===== config.mk =====
export PLATFORM = sky130hd
export DESIGN_NAME = pifr_top
export DESIGN_NICKNAME = d
export VERILOG_FILES = /design/src/pkg/pifr_pkg.sv /design/src/pkg/pifr_evt_if.sv /design/src/pkg/pifr_irq_if.sv /design/src/core/pifr_event_map.sv /design/src/core/pifr_irq_gate.sv /design/src/core/pifr_top.sv
export SDC_FILE = /design/constraint.sdc
export NUM_CORES = 1
export LEC_CHECK = 0
export BUFFER_PORTS_ARGS = -buffer_cell sky130_fd_sc_hd__buf_4
export CORE_UTILIZATION = 30
export DETAILED_ROUTE_END_ITERATION = 10
export PLACE_DENSITY = 0.57
export RECOVER_POWER = 100
export REMOVE_ABC_BUFFERS = 1
export SLEW_MARGIN = 20
export SYNTH_ARGS = -nofsm -noshare
export SYNTH_HDL_FRONTEND = slang
export SYNTH_SLANG_ARGS = --single-unit

===== constraint.sdc =====
create_clock -name clk_i -period 1.5 [get_ports clk_i]
set_input_delay 0.15 -clock clk_i [delete_from_list [all_inputs] [get_ports clk_i]]
set_output_delay 0.15 -clock clk_i [all_outputs]
set_load 0.01 [all_outputs]

===== src/pkg/pifr_pkg.sv =====
// constants and types shared by the peripheral interrupt flag register design
`default_nettype none
package pifr_pkg;
  // bus geometry
  localparam int ADDR_W = 8;
  localparam int DATA_W = 32;
  localparam int REG_W  = 8;
  //////////////////////////////////////////////////////////////////////////////
  // register byte offsets
  localparam logic [ADDR_W-1:0] FLAGS_OFF   = 8'h0C;
  localparam logic [ADDR_W-1:0] ENABLES_OFF = 8'h10;
  localparam logic [ADDR_W-1:0] CTRL_OFF    = 8'h14;
  localparam logic [ADDR_W-1:0] CLEAR_OFF   = 8'h18;
  localparam logic [ADDR_W-1:0] PENDING_OFF = 8'h1C;
  //////////////////////////////////////////////////////////////////////////////
  // flag bit positions, and the gate bit of the control register
  localparam int CONV_BIT   = 6;
  localparam int SERIAL_BIT = 3;
  localparam int CCP_BIT    = 2;
  localparam int PERIOD_BIT = 1;
  localparam int OVF_BIT    = 0;
  localparam int GATE_BIT   = 0;
  // implemented flag bits; 7, 5 and 4 read zero
  localparam logic [REG_W-1:0] IMPL_MASK   = 8'h4F;
  // values after reset
  localparam logic [REG_W-1:0] FLAGS_RST   = 8'h00;
  localparam logic [REG_W-1:0] ENABLES_RST = 8'h00;
  localparam logic             GATE_RST    = 1'h0;
  // bus responses
  localparam logic [1:0] RESP_OKAY   = 2'h0;
  localparam logic [1:0] RESP_SLVERR = 2'h2;
  //////////////////////////////////////////////////////////////////////////////
  // operating mode of the capture/compare unit
  typedef enum logic [1:0] {
    PIFR_CAPTURE,
    PIFR_COMPARE,
    PIFR_PWM,
    PIFR_OFF
  } pifr_ccp_mode_t;
endpackage
`default_nettype wire


===== src/pkg/pifr_evt_if.sv =====
// carrier of the per-bit set requests from the event mapper
`default_nettype none
interface pifr_evt_if;
  logic [7:0] set_vec;
  modport src (output set_vec);
  modport dst (input set_vec);
endinterface
`default_nettype wire


===== src/pkg/pifr_irq_if.sv =====
// carrier between the register file and the interrupt gate
`default_nettype none
interface pifr_irq_if;
  logic [7:0] flags;
  logic [7:0] enables;
  logic       gate;
  logic       irq;
  modport regs (output flags, output enables, output gate, input irq);
  modport gate_side (input flags, input enables, input gate, output irq);
endinterface
`default_nettype wire


===== src/core/pifr_event_map.sv =====
// maps peripheral event pulses onto flag set requests
`default_nettype none
module pifr_event_map (
  input  wire logic                    conversion_event_i,
  input  wire logic                    serial_port_event_i,
  input  wire logic                    capture_event_i,
  input  wire logic                    compare_event_i,
  input  wire pifr_pkg::pifr_ccp_mode_t capture_compare_mode_i,
  input  wire logic                    period_match_event_i,
  input  wire logic                    timer_overflow_event_i,
  pifr_evt_if.src                      evt
);
  import pifr_pkg::*;

  // events set flags whatever the enables say; gating lives downstream
  always_comb begin
    evt.set_vec             = '0;
    evt.set_vec[CONV_BIT]   = conversion_event_i;
    evt.set_vec[SERIAL_BIT] = serial_port_event_i;
    evt.set_vec[PERIOD_BIT] = period_match_event_i;
    evt.set_vec[OVF_BIT]    = timer_overflow_event_i;
    // the shared bit follows the unit's mode; pulse-width mode leaves it alone
    case (capture_compare_mode_i)
      PIFR_CAPTURE: evt.set_vec[CCP_BIT] = capture_event_i;
      PIFR_COMPARE: evt.set_vec[CCP_BIT] = compare_event_i;
      default:      evt.set_vec[CCP_BIT] = 1'b0;
    endcase
  end
endmodule
`default_nettype wire


===== src/core/pifr_irq_gate.sv =====
// registered interrupt request from flags, enables and the peripheral gate
`default_nettype none
module pifr_irq_gate (
  input  wire logic     clk_i,
  input  wire logic     rst_i,
  input  wire logic     ce_i,
  pifr_irq_if.gate_side g
);
  import pifr_pkg::*;

  // registered so the top-level output comes straight from a flop
  always_ff @(posedge clk_i) begin
    if (rst_i) begin
      g.irq <= 1'b0;
    end else if (ce_i) begin
      g.irq <= g.gate & (|(g.flags & g.enables));
    end
  end
endmodule
`default_nettype wire


===== src/core/pifr_top.sv =====
// peripheral interrupt flag register with an AXI4-Lite slave
`default_nettype none
module pifr_top (
  input  wire logic                      clk_i,
  input  wire logic                      rst_i,
  input  wire logic                      ce_i,
  // write address channel
  input  wire logic [pifr_pkg::ADDR_W-1:0] s_axil_awaddr_i,
  input  wire logic [2:0]                s_axil_awprot_i,
  input  wire logic                      s_axil_awvalid_i,
  output var  logic                      s_axil_awready_o,
  // write data channel
  input  wire logic [pifr_pkg::DATA_W-1:0] s_axil_wdata_i,
  input  wire logic [3:0]                s_axil_wstrb_i,
  input  wire logic                      s_axil_wvalid_i,
  output var  logic                      s_axil_wready_o,
  // write response channel
  output var  logic [1:0]                s_axil_bresp_o,
  output var  logic                      s_axil_bvalid_o,
  input  wire logic                      s_axil_bready_i,
  // read address channel
  input  wire logic [pifr_pkg::ADDR_W-1:0] s_axil_araddr_i,
  input  wire logic [2:0]                s_axil_arprot_i,
  input  wire logic                      s_axil_arvalid_i,
  output var  logic                      s_axil_arready_o,
  // read data channel
  output var  logic [pifr_pkg::DATA_W-1:0] s_axil_rdata_o,
  output var  logic [1:0]                s_axil_rresp_o,
  output var  logic                      s_axil_rvalid_o,
  input  wire logic                      s_axil_rready_i,
  // peripheral events, one-cycle pulses from logic on clk_i, plus the capture/compare mode select
  input  wire logic                      conversion_event_i,
  input  wire logic                      serial_port_event_i,
  input  wire logic                      capture_event_i,
  input  wire logic                      compare_event_i,
  input  wire pifr_pkg::pifr_ccp_mode_t  capture_compare_mode_i,
  input  wire logic                      period_match_event_i,
  input  wire logic                      timer_overflow_event_i,
  // level interrupt to the processor
  output var  logic                      irq_o
);
  import pifr_pkg::*;

  //////////////////////////////////////////////////////////////////////////////
  // state and internal signals

  logic [REG_W-1:0]  peripheral_event_flags;
  logic [REG_W-1:0]  peripheral_irq_enables;
  logic              peripheral_irq_gate;
  logic [ADDR_W-1:0] aw_addr;
  logic              aw_full;
  logic [DATA_W-1:0] w_data;
  logic [3:0]        w_strb;
  logic              w_full;
  logic              do_wr;
  logic              wr_lane0;
  logic              wr_hit_flags;
  logic              wr_hit_enables;
  logic              wr_hit_ctrl;
  logic              wr_hit_clear;
  logic              wr_mapped;
  logic [REG_W-1:0]  wr_byte;
  logic [REG_W-1:0]  next_flags;
  logic [DATA_W-1:0] rd_word;
  logic              rd_mapped;

  pifr_evt_if evt ();
  pifr_irq_if irqc ();

  //////////////////////////////////////////////////////////////////////////////
  // event qualification and interrupt gating

  pifr_event_map u_event_map (
    .conversion_event_i     (conversion_event_i),
    .serial_port_event_i    (serial_port_event_i),
    .capture_event_i        (capture_event_i),
    .compare_event_i        (compare_event_i),
    .capture_compare_mode_i (capture_compare_mode_i),
    .period_match_event_i   (period_match_event_i),
    .timer_overflow_event_i (timer_overflow_event_i),
    .evt                    (evt)
  );

  // register state handed to the gate
  assign irqc.flags   = peripheral_event_flags;
  assign irqc.enables = peripheral_irq_enables;
  assign irqc.gate    = peripheral_irq_gate;

  pifr_irq_gate u_irq_gate (
    .clk_i (clk_i),
    .rst_i (rst_i),
    .ce_i  (ce_i),
    .g     (irqc)
  );

  // the gate's flop drives the pin directly
  assign irq_o = irqc.irq;

  //////////////////////////////////////////////////////////////////////////////
  // write address channel: hold one address until the response is taken

  always_ff @(posedge clk_i) begin
    if (rst_i) begin
      s_axil_awready_o <= 1'b1;
      aw_full          <= 1'b0;
      aw_addr          <= '0;
    end else if (ce_i) begin
      if (s_axil_awvalid_i && s_axil_awready_o) begin
        s_axil_awready_o <= 1'b0;
        aw_full          <= 1'b1;
        aw_addr          <= s_axil_awaddr_i;
      end else if (do_wr) begin
        aw_full <= 1'b0;
      end else if (s_axil_bvalid_o && s_axil_bready_i) begin
        s_axil_awready_o <= 1'b1; // reopen only once the answer is gone
      end
    end
  end

  //////////////////////////////////////////////////////////////////////////////
  // write data channel: independent of the address, either may come first

  always_ff @(posedge clk_i) begin
    if (rst_i) begin
      s_axil_wready_o <= 1'b1;
      w_full          <= 1'b0;
      w_data          <= '0;
      w_strb          <= '0;
    end else if (ce_i) begin
      if (s_axil_wvalid_i && s_axil_wready_o) begin
        s_axil_wready_o <= 1'b0;
        w_full          <= 1'b1;
        w_data          <= s_axil_wdata_i;
        w_strb          <= s_axil_wstrb_i;
      end else if (do_wr) begin
        w_full <= 1'b0;
      end else if (s_axil_bvalid_o && s_axil_bready_i) begin
        s_axil_wready_o <= 1'b1;
      end
    end
  end

  //////////////////////////////////////////////////////////////////////////////
  // write decode; only byte lane 0 carries register bits

  assign do_wr          = aw_full & w_full & ~s_axil_bvalid_o;
  assign wr_lane0       = do_wr & w_strb[0];
  assign wr_byte        = w_data[REG_W-1:0];
  assign wr_hit_flags   = aw_addr[ADDR_W-1:2] == FLAGS_OFF[ADDR_W-1:2];
  assign wr_hit_enables = aw_addr[ADDR_W-1:2] == ENABLES_OFF[ADDR_W-1:2];
  assign wr_hit_ctrl    = aw_addr[ADDR_W-1:2] == CTRL_OFF[ADDR_W-1:2];
  assign wr_hit_clear   = aw_addr[ADDR_W-1:2] == CLEAR_OFF[ADDR_W-1:2];
  // the pending view is read-only but a write to it is still answered OKAY
  assign wr_mapped = wr_hit_flags | wr_hit_enables | wr_hit_ctrl | wr_hit_clear
                   | (aw_addr[ADDR_W-1:2] == PENDING_OFF[ADDR_W-1:2]);

  //////////////////////////////////////////////////////////////////////////////
  // write response

  always_ff @(posedge clk_i) begin
    if (rst_i) begin
      s_axil_bvalid_o <= 1'b0;
      s_axil_bresp_o  <= RESP_OKAY;
    end else if (ce_i) begin
      if (do_wr) begin
        s_axil_bvalid_o <= 1'b1;
        s_axil_bresp_o  <= wr_mapped ? RESP_OKAY : RESP_SLVERR;
      end else if (s_axil_bvalid_o && s_axil_bready_i) begin
        s_axil_bvalid_o <= 1'b0;
      end
    end
  end

  //////////////////////////////////////////////////////////////////////////////
  // flag next value, one generate step per bit
  // a direct write stores the byte (zero clears, one sets by software);
  // the clear alias drops bits written as one; an event in the same cycle
  // always wins, so a pulse is never lost to a racing clear

  for (genvar i = 0; i < REG_W; i++) begin : g_flag
    if (IMPL_MASK[i]) begin : g_impl
      always_comb begin
        next_flags[i] = peripheral_event_flags[i];
        if (wr_lane0 && wr_hit_flags) begin
          next_flags[i] = wr_byte[i];
        end else if (wr_lane0 && wr_hit_clear && wr_byte[i]) begin
          next_flags[i] = 1'b0;
        end
        next_flags[i] = next_flags[i] | evt.set_vec[i];
      end
    end else begin : g_unimpl
      assign next_flags[i] = 1'b0;
    end
  end

  //////////////////////////////////////////////////////////////////////////////
  // sticky flag register; nothing but reset or a software write ever clears a bit

  always_ff @(posedge clk_i) begin
    if (rst_i) begin
      peripheral_event_flags <= FLAGS_RST;
    end else if (ce_i) begin
      peripheral_event_flags <= next_flags;
    end
  end

  //////////////////////////////////////////////////////////////////////////////
  // enable mask and peripheral gate

  always_ff @(posedge clk_i) begin
    if (rst_i) begin
      peripheral_irq_enables <= ENABLES_RST;
      peripheral_irq_gate    <= GATE_RST;
    end else if (ce_i) begin
      if (wr_lane0 && wr_hit_enables) begin
        peripheral_irq_enables <= wr_byte & IMPL_MASK;
      end
      if (wr_lane0 && wr_hit_ctrl) begin
        peripheral_irq_gate <= wr_byte[GATE_BIT];
      end
    end
  end

  //////////////////////////////////////////////////////////////////////////////
  // read mux; unused bits read zero

  always_comb begin
    rd_word   = '0;
    rd_mapped = 1'b1;
    case (s_axil_araddr_i[ADDR_W-1:2])
      FLAGS_OFF[ADDR_W-1:2]:   rd_word[REG_W-1:0] = peripheral_event_flags;
      CLEAR_OFF[ADDR_W-1:2]:   rd_word[REG_W-1:0] = peripheral_event_flags;
      ENABLES_OFF[ADDR_W-1:2]: rd_word[REG_W-1:0] = peripheral_irq_enables;
      CTRL_OFF[ADDR_W-1:2]:    rd_word[GATE_BIT]  = peripheral_irq_gate;
      PENDING_OFF[ADDR_W-1:2]: rd_word[REG_W-1:0] = peripheral_event_flags
                                                  & peripheral_irq_enables;
      default:                 rd_mapped          = 1'b0;
    endcase
  end

  //////////////////////////////////////////////////////////////////////////////
  // read channel: one read at a time, data sampled at the address edge

  always_ff @(posedge clk_i) begin
    if (rst_i) begin
      s_axil_arready_o <= 1'b1;
      s_axil_rvalid_o  <= 1'b0;
      s_axil_rdata_o   <= '0;
      s_axil_rresp_o   <= RESP_OKAY;
    end else if (ce_i) begin
      if (s_axil_arvalid_i && s_axil_arready_o) begin
        s_axil_arready_o <= 1'b0;
        s_axil_rvalid_o  <= 1'b1;
        s_axil_rdata_o   <= rd_word;
        s_axil_rresp_o   <= rd_mapped ? RESP_OKAY : RESP_SLVERR;
      end else if (s_axil_rvalid_o && s_axil_rready_i) begin
        s_axil_rvalid_o  <= 1'b0;
        s_axil_arready_o <= 1'b1;
      end
    end
  end

  // protection bits are accepted and ignored
  logic unused_prot;
  assign unused_prot = ^{s_axil_awprot_i, s_axil_arprot_i, w_strb[3:1], w_data[DATA_W-1:REG_W]};

endmodule
`default_nettype wire


# Yosys cells after proc, flatten, opt, wreduce, memory -nomap -nowiden
# Index checks and enable logic that the tools add are counted.
[word_totals]
n_memories = 0
latch_bits = 0
romBits = 0
input_bits = 74
output_inout_bits = 42
wordCells = 110
register_bits = 47
ram_bits = 0
[op_classes]
muxes = 29
n_shift = 0
bitwise_logic = 15
div_mod_pow = 0
eq_ne = 13
multipliers = 0
addsub = 0
magnitude_cmp = 0
reduce_logical = 36
[op_table]
columns = ["op", "count"]
rows = [
  ["$eq A6 B3 Y1 const B", 8],
  ["$mux W1", 24],
  ["$reduce_and A2 Y1", 10],
  ["$pmux W6 S3", 1],
  ["$logic_and A1 B1 Y1", 14],
  ["$eq A6 B2 Y1 const B", 2],
  ["$reduce_bool A2 Y1", 6],
  ["$or A1 B1 Y1", 9],
  ["$reduce_or A8 Y1", 1],
  ["$and A7 B7 Y7", 1],
  ["$reduce_and A3 Y1", 2],
  ["$reduce_or A5 Y1", 1],
  ["$and A1 B1 Y1", 4],
  ["$mux W2", 2],
  ["$ne A2 B1 Y1 const B", 2],
  ["$pmux W1 S4", 1],
  ["$eq A2 B1 Y1 const B", 1],
  ["$logic_not A2 Y1", 1],
  ["$pmux W1 S2", 1],
  ["$reduce_or A2 Y1", 1],
  ["$not A1 Y1", 1],
]

# Depth between registers and ports, before layout
# Gate-level depths: netlist (run 1).
[depth]
word_depth = 8
depth_mapped = 5
mapped_depth_nobuf = 4

# By module
# Synthesis (run 1) repeated with hierarchy kept, for this count alone.
[unflattened]
hier_cells = 226
hier_area_um2 = 2069.5
[by_module_without_submodules]
columns = ["module", "seq_area_each_um2", "cells_each", "n_inst", "area_per_inst_um2"]
rows = [
  ["pifr_top", 740.7, 206, 1, 1918.1],
  ["pifr_irq_gate", 20.0, 10, 1, 81.3],
  ["pifr_event_map", 0.0, 10, 1, 70.1],
]

# Least setup slack after synthesis (run 1)
# OpenSTA, ideal clock, no wires.
[synth_path]
kind = "register to register"
from = "register s_axil_bvalid_o"
to = "register peripheral_irq_enables[0], in the netlist irqc.enables[0]"
setup_time_ns = 0.128
path_slack_ns = 0.135
required_ns = 1.372
t_arrival_ns = 1.238
stages_incl_launch_ff = 6
period_less_slack_ns = 1.365
path_buffers = 1
cell_sequence = "dfxtp_1 nand4b_2 and4b_1 buf_6 mux2i_1 nor2_1"
[synth_between]
elab_chain_cells = 5
[synth_lines]
columns = ["element", "line_no", "text"]
rows = [
  ["start, declared", "pifr_top.sv:19", "output var logic s_axil_bvalid_o,"],
  ["start signal, assigned", "pifr_top.sv:162", "s_axil_bvalid_o <= 1'b0;"],
  ["start signal, assigned", "pifr_top.sv:166", "s_axil_bvalid_o <= 1'b1;"],
  ["start signal, assigned", "pifr_top.sv:169", "s_axil_bvalid_o <= 1'b0;"],
  ["$not A1 Y1", "pifr_top.sv:146", "assign do_wr = aw_full & w_full & ~s_axil_bvalid_o;"],
  ["$and A1 B1 Y1", "pifr_top.sv:146", ""],
  ["$and A1 B1 Y1", "pifr_top.sv:147", "assign wr_lane0 = do_wr & w_strb[0];"],
  ["$logic_and A1 B1 Y1", "pifr_top.sv:215", "if (wr_lane0 && wr_hit_enables) begin"],
  ["$reduce_and A2 Y1 (no line)", "--", ""],
  ["end signal, assigned", "pifr_top.sv:216", "peripheral_irq_enables <= wr_byte & IMPL_MASK;"],
  ["end, declared", "pifr_top.sv:48", "logic [REG_W-1:0] peripheral_irq_enables;"],
]
# Every way passes these cells.
# A chain may end at the register's enable or synchronous reset.

# Worst setup path after layout (run 1)
[layout_path]
from = "register aw_addr[5]"
to = "register peripheral_event_flags[3], in the netlist irqc.flags[3]"
[layout_between]
elab_chain_cells = 6
word_cells_on_any_way = 8
cone_classes = "2 x eq/ne; 2 x mux; 1 x bitwise; 3 x reduce/logical"
[layout_lines]
columns = ["element", "line_no", "text"]
rows = [
  ["start, declared", "pifr_top.sv:50", "logic [ADDR_W-1:0] aw_addr;"],
  ["start signal, assigned", "pifr_top.sv:111", "aw_addr <= s_axil_awaddr_i;"],
  ["$eq A6 B3 Y1", "pifr_top.sv:152", "assign wr_hit_clear = aw_addr[ADDR_W-1:2] == CLEAR_OFF[ADDR_W-1:2];"],
  ["$logic_and A1 B1 Y1 (2 in a row)", "pifr_top.sv:186", "end else if (wr_lane0 && wr_hit_clear && wr_byte[i]) begin"],
  ["$mux W1", "pifr_top.sv:186", ""],
  ["$mux W1 *", "pifr_top.sv:184", "if (wr_lane0 && wr_hit_flags) begin"],
  ["$or A1 B1 Y1 *", "pifr_top.sv:189", "next_flags[i] = next_flags[i] | evt.set_vec[i];"],
  ["end signal, assigned", "pifr_top.sv:203", "peripheral_event_flags <= next_flags;"],
  ["end, declared", "pifr_top.sv:47", "logic [REG_W-1:0] peripheral_event_flags;"],
]
# Every way passes the cells marked *; elsewhere a longest branch is shown, timed or not.

==> flow_summary_export.csv, run 1 <==
group,metric,value,unit
power,leakage,1.04,nW
placement,post-dp-hpwl,3100,um
power,power_density,1030,nW/um2
synthesis,synthDistinctLibCells,42,
worst_setup_path,worst-endpoint-arrival,1.64,ns
cts,cts-htree-levels,2,
global_route,grt_max_degree,34,
floorplanning,die_x,83.4,um
worst_setup_path,cp_cell_sequence,"nor4b_4 -> nand4_1 -> o211ai_1 -> a211oi_2",
synthesis,synth.ff_latch_count,38,
sta,hold_viol_final,0,
drt,wirelength,4170,um
sta,skew,0.00690,ns
sta,timing.fmax,678,MHz
global_route,gr-usage-all-layers,12.7,%
floorplanning,floorplan.initialDensity,31.1,%
drt,routedWlPerCell,12.1,um
drt,remaining_drc_errors,0,
synthesis,syn_inst,217,
floorplanning,io-pin-count,116,
synthesis,mappedNetlistArea,1990,um2
worst_setup_path,critPathKind,"reg -> reg",
floorplanning,std_cell_rows,29,
worst_setup_path,critical_path.top_delay_family,"simple AND/OR/NAND/NOR gates",
synthesis,avgSynthCellArea,9.16,um2
sta,grt_setup_unrepaired,"true",
cts,cts_made_buffers,5,
hold_path,holdCritPathClass,"in -> reg",
synthesis,sequential_share_of_the_synthesized_area,38.3,%
drt,detail_route.vias_per_cell,4.75,
global_route,global_route_wire_length_before_repair,7190,um
power,peakVddDrop,488,uV
global_route,first_global_vias,1569,
worst_setup_path,path_max_fanout,5,
worst_setup_path,endpoint_kind,"register",
floorplanning,fp.coreArea,6390,um2
worst_setup_path,crit_path_top_delay_cell,"dfxtp_2",
worst_setup_path,worst_setup_path_start_kind,"register",
global_route,globalRouteOverflowTotal,0,
sta,slew_headroom,63.0,%
worst_setup_path,worstRegToRegCells,4,
sta,timing.setup.tns,0,ns
worst_setup_path,worstPathRequired,1.66,ns
cts,clk_latency,0.29,ns
cts,cts_repair_resize_count,0,
finish,number_of_diodes,0,
placement,buffer_ports.inserted,46,
worst_setup_path,timing.critical_path.slowest_cell_delay,0.35,ns
drt,count_of_nets_left_with_antenna_violations_after_detail_routing,0,
placement,gpl.final_weighted_congestion,0.731,
placement,place_area,2320,um2
worst_setup_path,r2r_slack,0.03,ns
cts,cts.repair_timing.setup_buffer_count,0,
cts,clock_tree_from_tritoncts,"built",
drt,num_vias,1639,
sta,tightestPinTransition,0.555,ns
hold_path,whs_endpoint,"aw_addr[5]",
outcome,run_status,"completed",
cts,cts_hold_repair.buffers,0,
worst_setup_path,r2r-end,"irqc.flags[3]",
floorplanning,design.die.area,6950,um2
drt,initialDrtViolationCount,37,
finish,layout-drive-gt1-share,24.6,%
cts,clockBufferDepth,2,
finish,fin_nets,341,
cts,clock_sink_count,38,
finish,area_growth,21.3,%
hold_path,hold_path_startpoint,"s_axil_awaddr_i[5]",
sta,max_slew_violations,0,
drt,dr.pass1.iters,4,
worst_setup_path,r2r_start,"aw_addr[5]",
synthesis,yosysWarningCount,0,
finish,post-route-cell-area,2410,um2
sta,finalSetupViolations,0,
global_route,antenna_found_initial,0,
cts,clk_transition_reported_paths,0.08,ns
worst_setup_path,critical_path.n_buffers_inverters,0,
finish,final.fill_count,679,
hold_path,worst_hold_path.num_cells,3,
cts,cts-root-buf,"clkbuf_8",
sta,period_needed,1.47,ns
sta,layout_worst_path_cycle_share,98.3,%
flow_run,max_cap_viol_count,0,
floorplanning,chipHeight,83.4,um
## metrics by stage
stage          std cells  util, %  setup WS [ns]  power [mW]  hold slack, ns
5_1_grt              345     37.8        -0.0460        2.60          0.0786
3_5_place_dp         337     36.3         0.0245        1.43           0.386
6_report             345     37.8         0.0258        2.48          0.0823
3_3_place_gp         337     36.3         0.0205        1.42           0.379
2_1_floorplan        207        -         0.0929        1.27           0.219
4_1_cts              345     38.5       0.000817        2.52          0.0747
## registers in the layout (all words and copies together) (netlist names)
| signal | count |
|---|---|
| aw_addr | 6 |
| aw_full | 1 |
| irqc.enables | 5 |
| irqc.flags | 5 |
| irqc.gate | 1 |
| s_axil_arready_o | 1 |
| s_axil_awready_o | 1 |
| s_axil_bresp_o | 1 |
| s_axil_bvalid_o | 1 |
| s_axil_rdata_o | 5 |
| s_axil_rresp_o | 1 |
| s_axil_rvalid_o | 1 |
| s_axil_wready_o | 1 |
| u_irq_gate.g.irq | 1 |
| w_data | 5 |
| w_full | 1 |
| w_strb | 1 |
## worst min-delay path, cell delays in order
cell and delay [ns]:
buf_4 0.08, mux2i_1 0.05, nor2_1 0.07
## layout make-up
| cell class | instances | area (um2) | share of cell area (%) |
|---|---|---|---|
| inverters | 6 | 22.5 | 0.934 |
| well taps | 77 | 96.3 | 4.00 |
| clock buffers | 6 | 82.6 | 3.43 |
| flip-flops and latches | 38 | 762 | 31.6 |
| clock inverters | 2 | 60.1 | 2.49 |
| multi-input cells | 163 | 1040 | 43.2 |
| repair buffers | 53 | 345 | 14.3 |
## report_power, final
group	switching, mW	internal (mW)	total [mW]
Sequential	0.0439	1.05	1.09
Clock	0.376	0.710	1.09
Combinational	0.156	0.143	0.299
Total	0.577	1.90	2.48
## routing by layer
| layer | GRT usage [%] | vias up | part of all wire [%] |
|---|---|---|---|
| met5 | 0 | - | 0 |
| met4 | 5.02 | 0 | 1.4 |
| met3 | 3.38 | 7 | 7.0 |
| met2 | 20.4 | 70 | 45 |
| met1 | 16.1 | 753 | 46 |
| li1 | - | 809 | - |
## how the worst max path moves through the flow
stage,cells past startpoint,start,endpoint,slack (ns)
6_report,4,aw_addr[5],irqc.flags[3],0.03
5_1_grt,4,aw_addr[5],irqc.flags[1],-0.05
4_1_cts,4,aw_addr[6],irqc.flags[6],0.0008
3_5_place_dp,4,aw_addr[6],irqc.flags[0],0.02
3_3_place_gp,4,aw_addr[6],irqc.flags[0],0.02
2_1_floorplan,4,s_axil_bvalid_o,irqc.enables[0],0.09
## kinds of logic (layout without fill, tap and decap cells)
logic type	Yosys count	after routing	synth area share, %
buffers and inverters	44	67	14.6
AO/OA/AOI/OAI	47	47	17.9
multiplexers	19	19	9.57
XOR/XNOR	1	1	0.441
other	1	29	0.189
flip-flops	38	38	38.3
AND/OR/NAND/NOR	67	67	19.0
## layout by cell type (no fill, tap or decap), types with 3 or more instances in the layout
cell type | netlist | layout
a211oi_2 | 5 | 5
a21oi_1 | 12 | 12
a22oi_1 | 5 | 5
a31o_2 | 7 | 7
and4b_1 | 4 | 3
buf_4 | 31 | 37
clkbuf_1 | 4 | 15
clkbuf_8 | 0 | 6
conb_1 | 1 | 29
dfxtp_1 | 38 | 37
inv_1 | 6 | 6
mux2i_1 | 19 | 19
nand2_1 | 11 | 11
nand2b_1 | 5 | 5
nand3_1 | 4 | 4
nor2_1 | 28 | 28
o211ai_1 | 5 | 5
o21ai_0 | 5 | 5
## Yosys cell counts
library cell  number  area (um2)
a211oi_1           1        7.51
a211oi_2           5        62.6
a21o_1             2        15.0
a21oi_1           12        60.1
a221oi_1           1        8.76
a222oi_1           1        10.0
a22oi_1            5        37.5
a31o_2             7        61.3
a31oi_1            1        6.26
and2_1             2        12.5
and3_1             1        6.26
and4b_1            4        40.0
and4bb_2           1        12.5
buf_1              1        3.75
buf_2              1        5.00
buf_4             31         233
buf_6              1        11.3
clkbuf_1           4        15.0
conb_1             1        3.75
dfxtp_1           38         761
inv_1              6        22.5
mux2i_1           19         190
nand2_1           11        41.3
nand2b_1           5        31.3
nand3_1            4        20.0
nand3b_1           1        7.51
nand4_1            1        6.26
nand4b_1           1        8.76
nand4b_2           1        15.0
nor2_1            28         105
nor2b_1            1        6.26
nor3_1             1        5.00
nor3_2             1        10.0
nor3b_2            1        12.5
nor4_1             1        6.26
nor4b_4            1        23.8
o211ai_1           5        37.5
o21ai_0            5        25.0
o21bai_1           1        7.51
o41ai_2            1        16.3
or4_1              1        7.51
xor2_1             1        8.76
Power figures use the tool's default switching activity.
==> run 2: changes to the inputs <==
--- a/config.mk
+++ b/config.mk
@@ -6,6 +6,7 @@
 export NUM_CORES = 1
 export LEC_CHECK = 0
 export BUFFER_PORTS_ARGS = -buffer_cell sky130_fd_sc_hd__buf_4
+export CORE_MARGIN = 2
 export CORE_UTILIZATION = 30
 export DETAILED_ROUTE_END_ITERATION = 10
 export PLACE_DENSITY = 0.57
==> flow_summary_export.csv, run 2 (synthesis results as in run 1) <==
group,metric,value,unit
worst_setup_path,worst-endpoint-arrival,1.59,ns
finish,area_growth,17.9,%
sta,timing.setup.tns,0,ns
cts,cts_made_buffers,5,
power,leakage,1.01,nW
hold_path,holdCritPathClass,"in -> reg",
worst_setup_path,worst_setup_path_start_kind,"register",
finish,finalCoreUtilization,36.7,%
finish,multi_input_comb_area,1040,um2
finish,largest_register_ffs,6,
flow_run,max_cap_viol_count,0,
placement,gpl.final_weighted_congestion,0.727,
global_route,grt_max_degree,38,
global_route,global_route_wire_length_before_repair,7000,um
sta,finalSetupViolations,0,
finish,number_of_diodes,0,
cts,cts-root-buf,"clkbuf_8",
floorplanning,fp.coreArea,6390,um2
drt,met2RoutedLength,1880,um
global_route,gr-usage-all-layers,11.8,%
drt,top_layer_used,"met4",
sta,final.hold.worst_slack,0.0916,ns
power,peakVddDrop,429,uV
floorplanning,chipHeight,85.4,um
global_route,globalRouteOverflowTotal,0,
sta,worst_slack,0.0723,ns
sta,max_slew_violations,0,
floorplanning,std_cell_rows,29,
cts,clock_tree_from_tritoncts,"built",
worst_setup_path,r2r_slack,0.07,ns
worst_setup_path,endpoint_kind,"register",
sta,slew_headroom,61.9,%
global_route,first_global_vias,1488,
outcome,run_status,"completed",
drt,num_vias,1618,
cts,clk_latency,0.29,ns
sta,layout_worst_path_cycle_share,95.2,%
sta,hold_viol_final,0,
worst_setup_path,critical_path.top_delay_family,"simple AND/OR/NAND/NOR gates",
floorplanning,design.die.area,7290,um2
drt,detail_route.vias_per_cell,4.73,
worst_setup_path,critPathKind,"reg -> reg",
finish,layout_commonest_cell,"dfxtp_1",
floorplanning,io-pin-count,116,
drt,dr.pass1.iters,4,
cts,cts_hold_repair.buffers,0,
worst_setup_path,path_max_fanout,5,
drt,count_of_nets_left_with_antenna_violations_after_detail_routing,0,
placement,buffer_ports.inserted,46,
cts,clockBufferDepth,2,
sta,skew,0.00759,ns
placement,pre_cts_slack,0.0157,ns
finish,fin_nets,340,
drt,wirelength,4220,um
sta,period_needed,1.43,ns
worst_setup_path,cp_cell_sequence,"nor4b_4 -> and4b_1 -> buf_6 -> mux2i_1 -> nor2_1",
drt,initialDrtViolationCount,37,
worst_setup_path,worstPathRequired,1.66,ns
global_route,antenna_found_initial,0,
worst_setup_path,timing.critical_path.slowest_cell_delay,0.35,ns
sta,grt_setup_unrepaired,"true",
drt,wirelength_met1,2040,um
finish,final-seq-area,762,um2
finish,layout_common_cells,"37 x dfxtp_1, 36 x buf_4, 29 x conb_1",
floorplanning,die_x,85.4,um
drt,routedWlPerCell,12.3,um
sta,timing.fmax,700,MHz
cts,clk_transition_reported_paths,0.07,ns
cts,clock_sink_count,38,
sta,tightestPinTransition,0.572,ns
finish,layout-drive-gt1-share,23.8,%
floorplanning,floorplan.initialDensity,31.1,%
placement,dp.cells,335,
worst_setup_path,crit_path_top_delay_cell,"dfxtp_2",
placement,post-dp-hpwl,3120,um
worst_setup_path,critical_path.n_buffers_inverters,1,
finish,final_cells,342,
finish,largest_register,"aw_addr",
cts,cts-htree-levels,2,
drt,met3WireLength,270,um
power,power_density,892,nW/um2
finish,final.fill_count,697,
drt,remaining_drc_errors,0,
run 2: cell count changes in the layout (fill, tap and decap cells not counted):
cell       change
bufinv_16      -2
buf_4          -1
run 2: path summary, 6_finish.rpt:
path	start	to	cells past startpoint
max reg2reg	aw_addr[5]	irqc.enables[1]	5
min reg2reg	s_axil_rdata_o[6]	s_axil_rdata_o[6]	2
max	aw_addr[5]	irqc.enables[1]	5
min	s_axil_wstrb_i[0]	w_strb[0]	3
run 2: per-layer routing:
metal | vias up | GRT usage, %
met5 | - | 0
met4 | 0 | 2.60
met3 | 4 | 2.82
met2 | 60 | 19.1
met1 | 747 | 16.0
li1 | 807 | -
run 2: power breakdown:
part	internal, mW	switching (mW)
Clock	0.355	0.346
Combinational	0.140	0.155
Sequential	1.05	0.0442
run 2: final cells by class:
cell class | instances | share of cell area, %
sequential | 38 | 32.5
timing repair buffer | 52 | 14.4
inverter | 6 | 0.961
clock buffer | 6 | 3.52
multi-input combinational | 163 | 44.5
tap | 77 | 4.11
run 2: what timing repair did:
| item | 4_1_cts | 5_1_grt |
|---|---|---|
| endpoints found under the setup margin | 0 | 10 |
| resized for setup | 0 | 3 |
| buffers inserted | 0 | 1 |
run 2: through the flow:
| step | area (um2) | total power, mW |
|---|---|---|
| CTS | 2390 | 2.12 |
| finish | 2340 | 2.09 |
| floorplan | 1820 | 1.27 |
| global placement | 2300 | 1.42 |
| global route | 2340 | 2.20 |
| detailed placement | 2300 | 1.42 |
run 2: worst register-to-register path: stages, from the launching register on:
cell and delay, ns:
dfxtp_2 0.35, nor4b_4 0.34, and4b_1 0.25, buf_6 0.14, mux2i_1 0.18, nor2_1 0.05
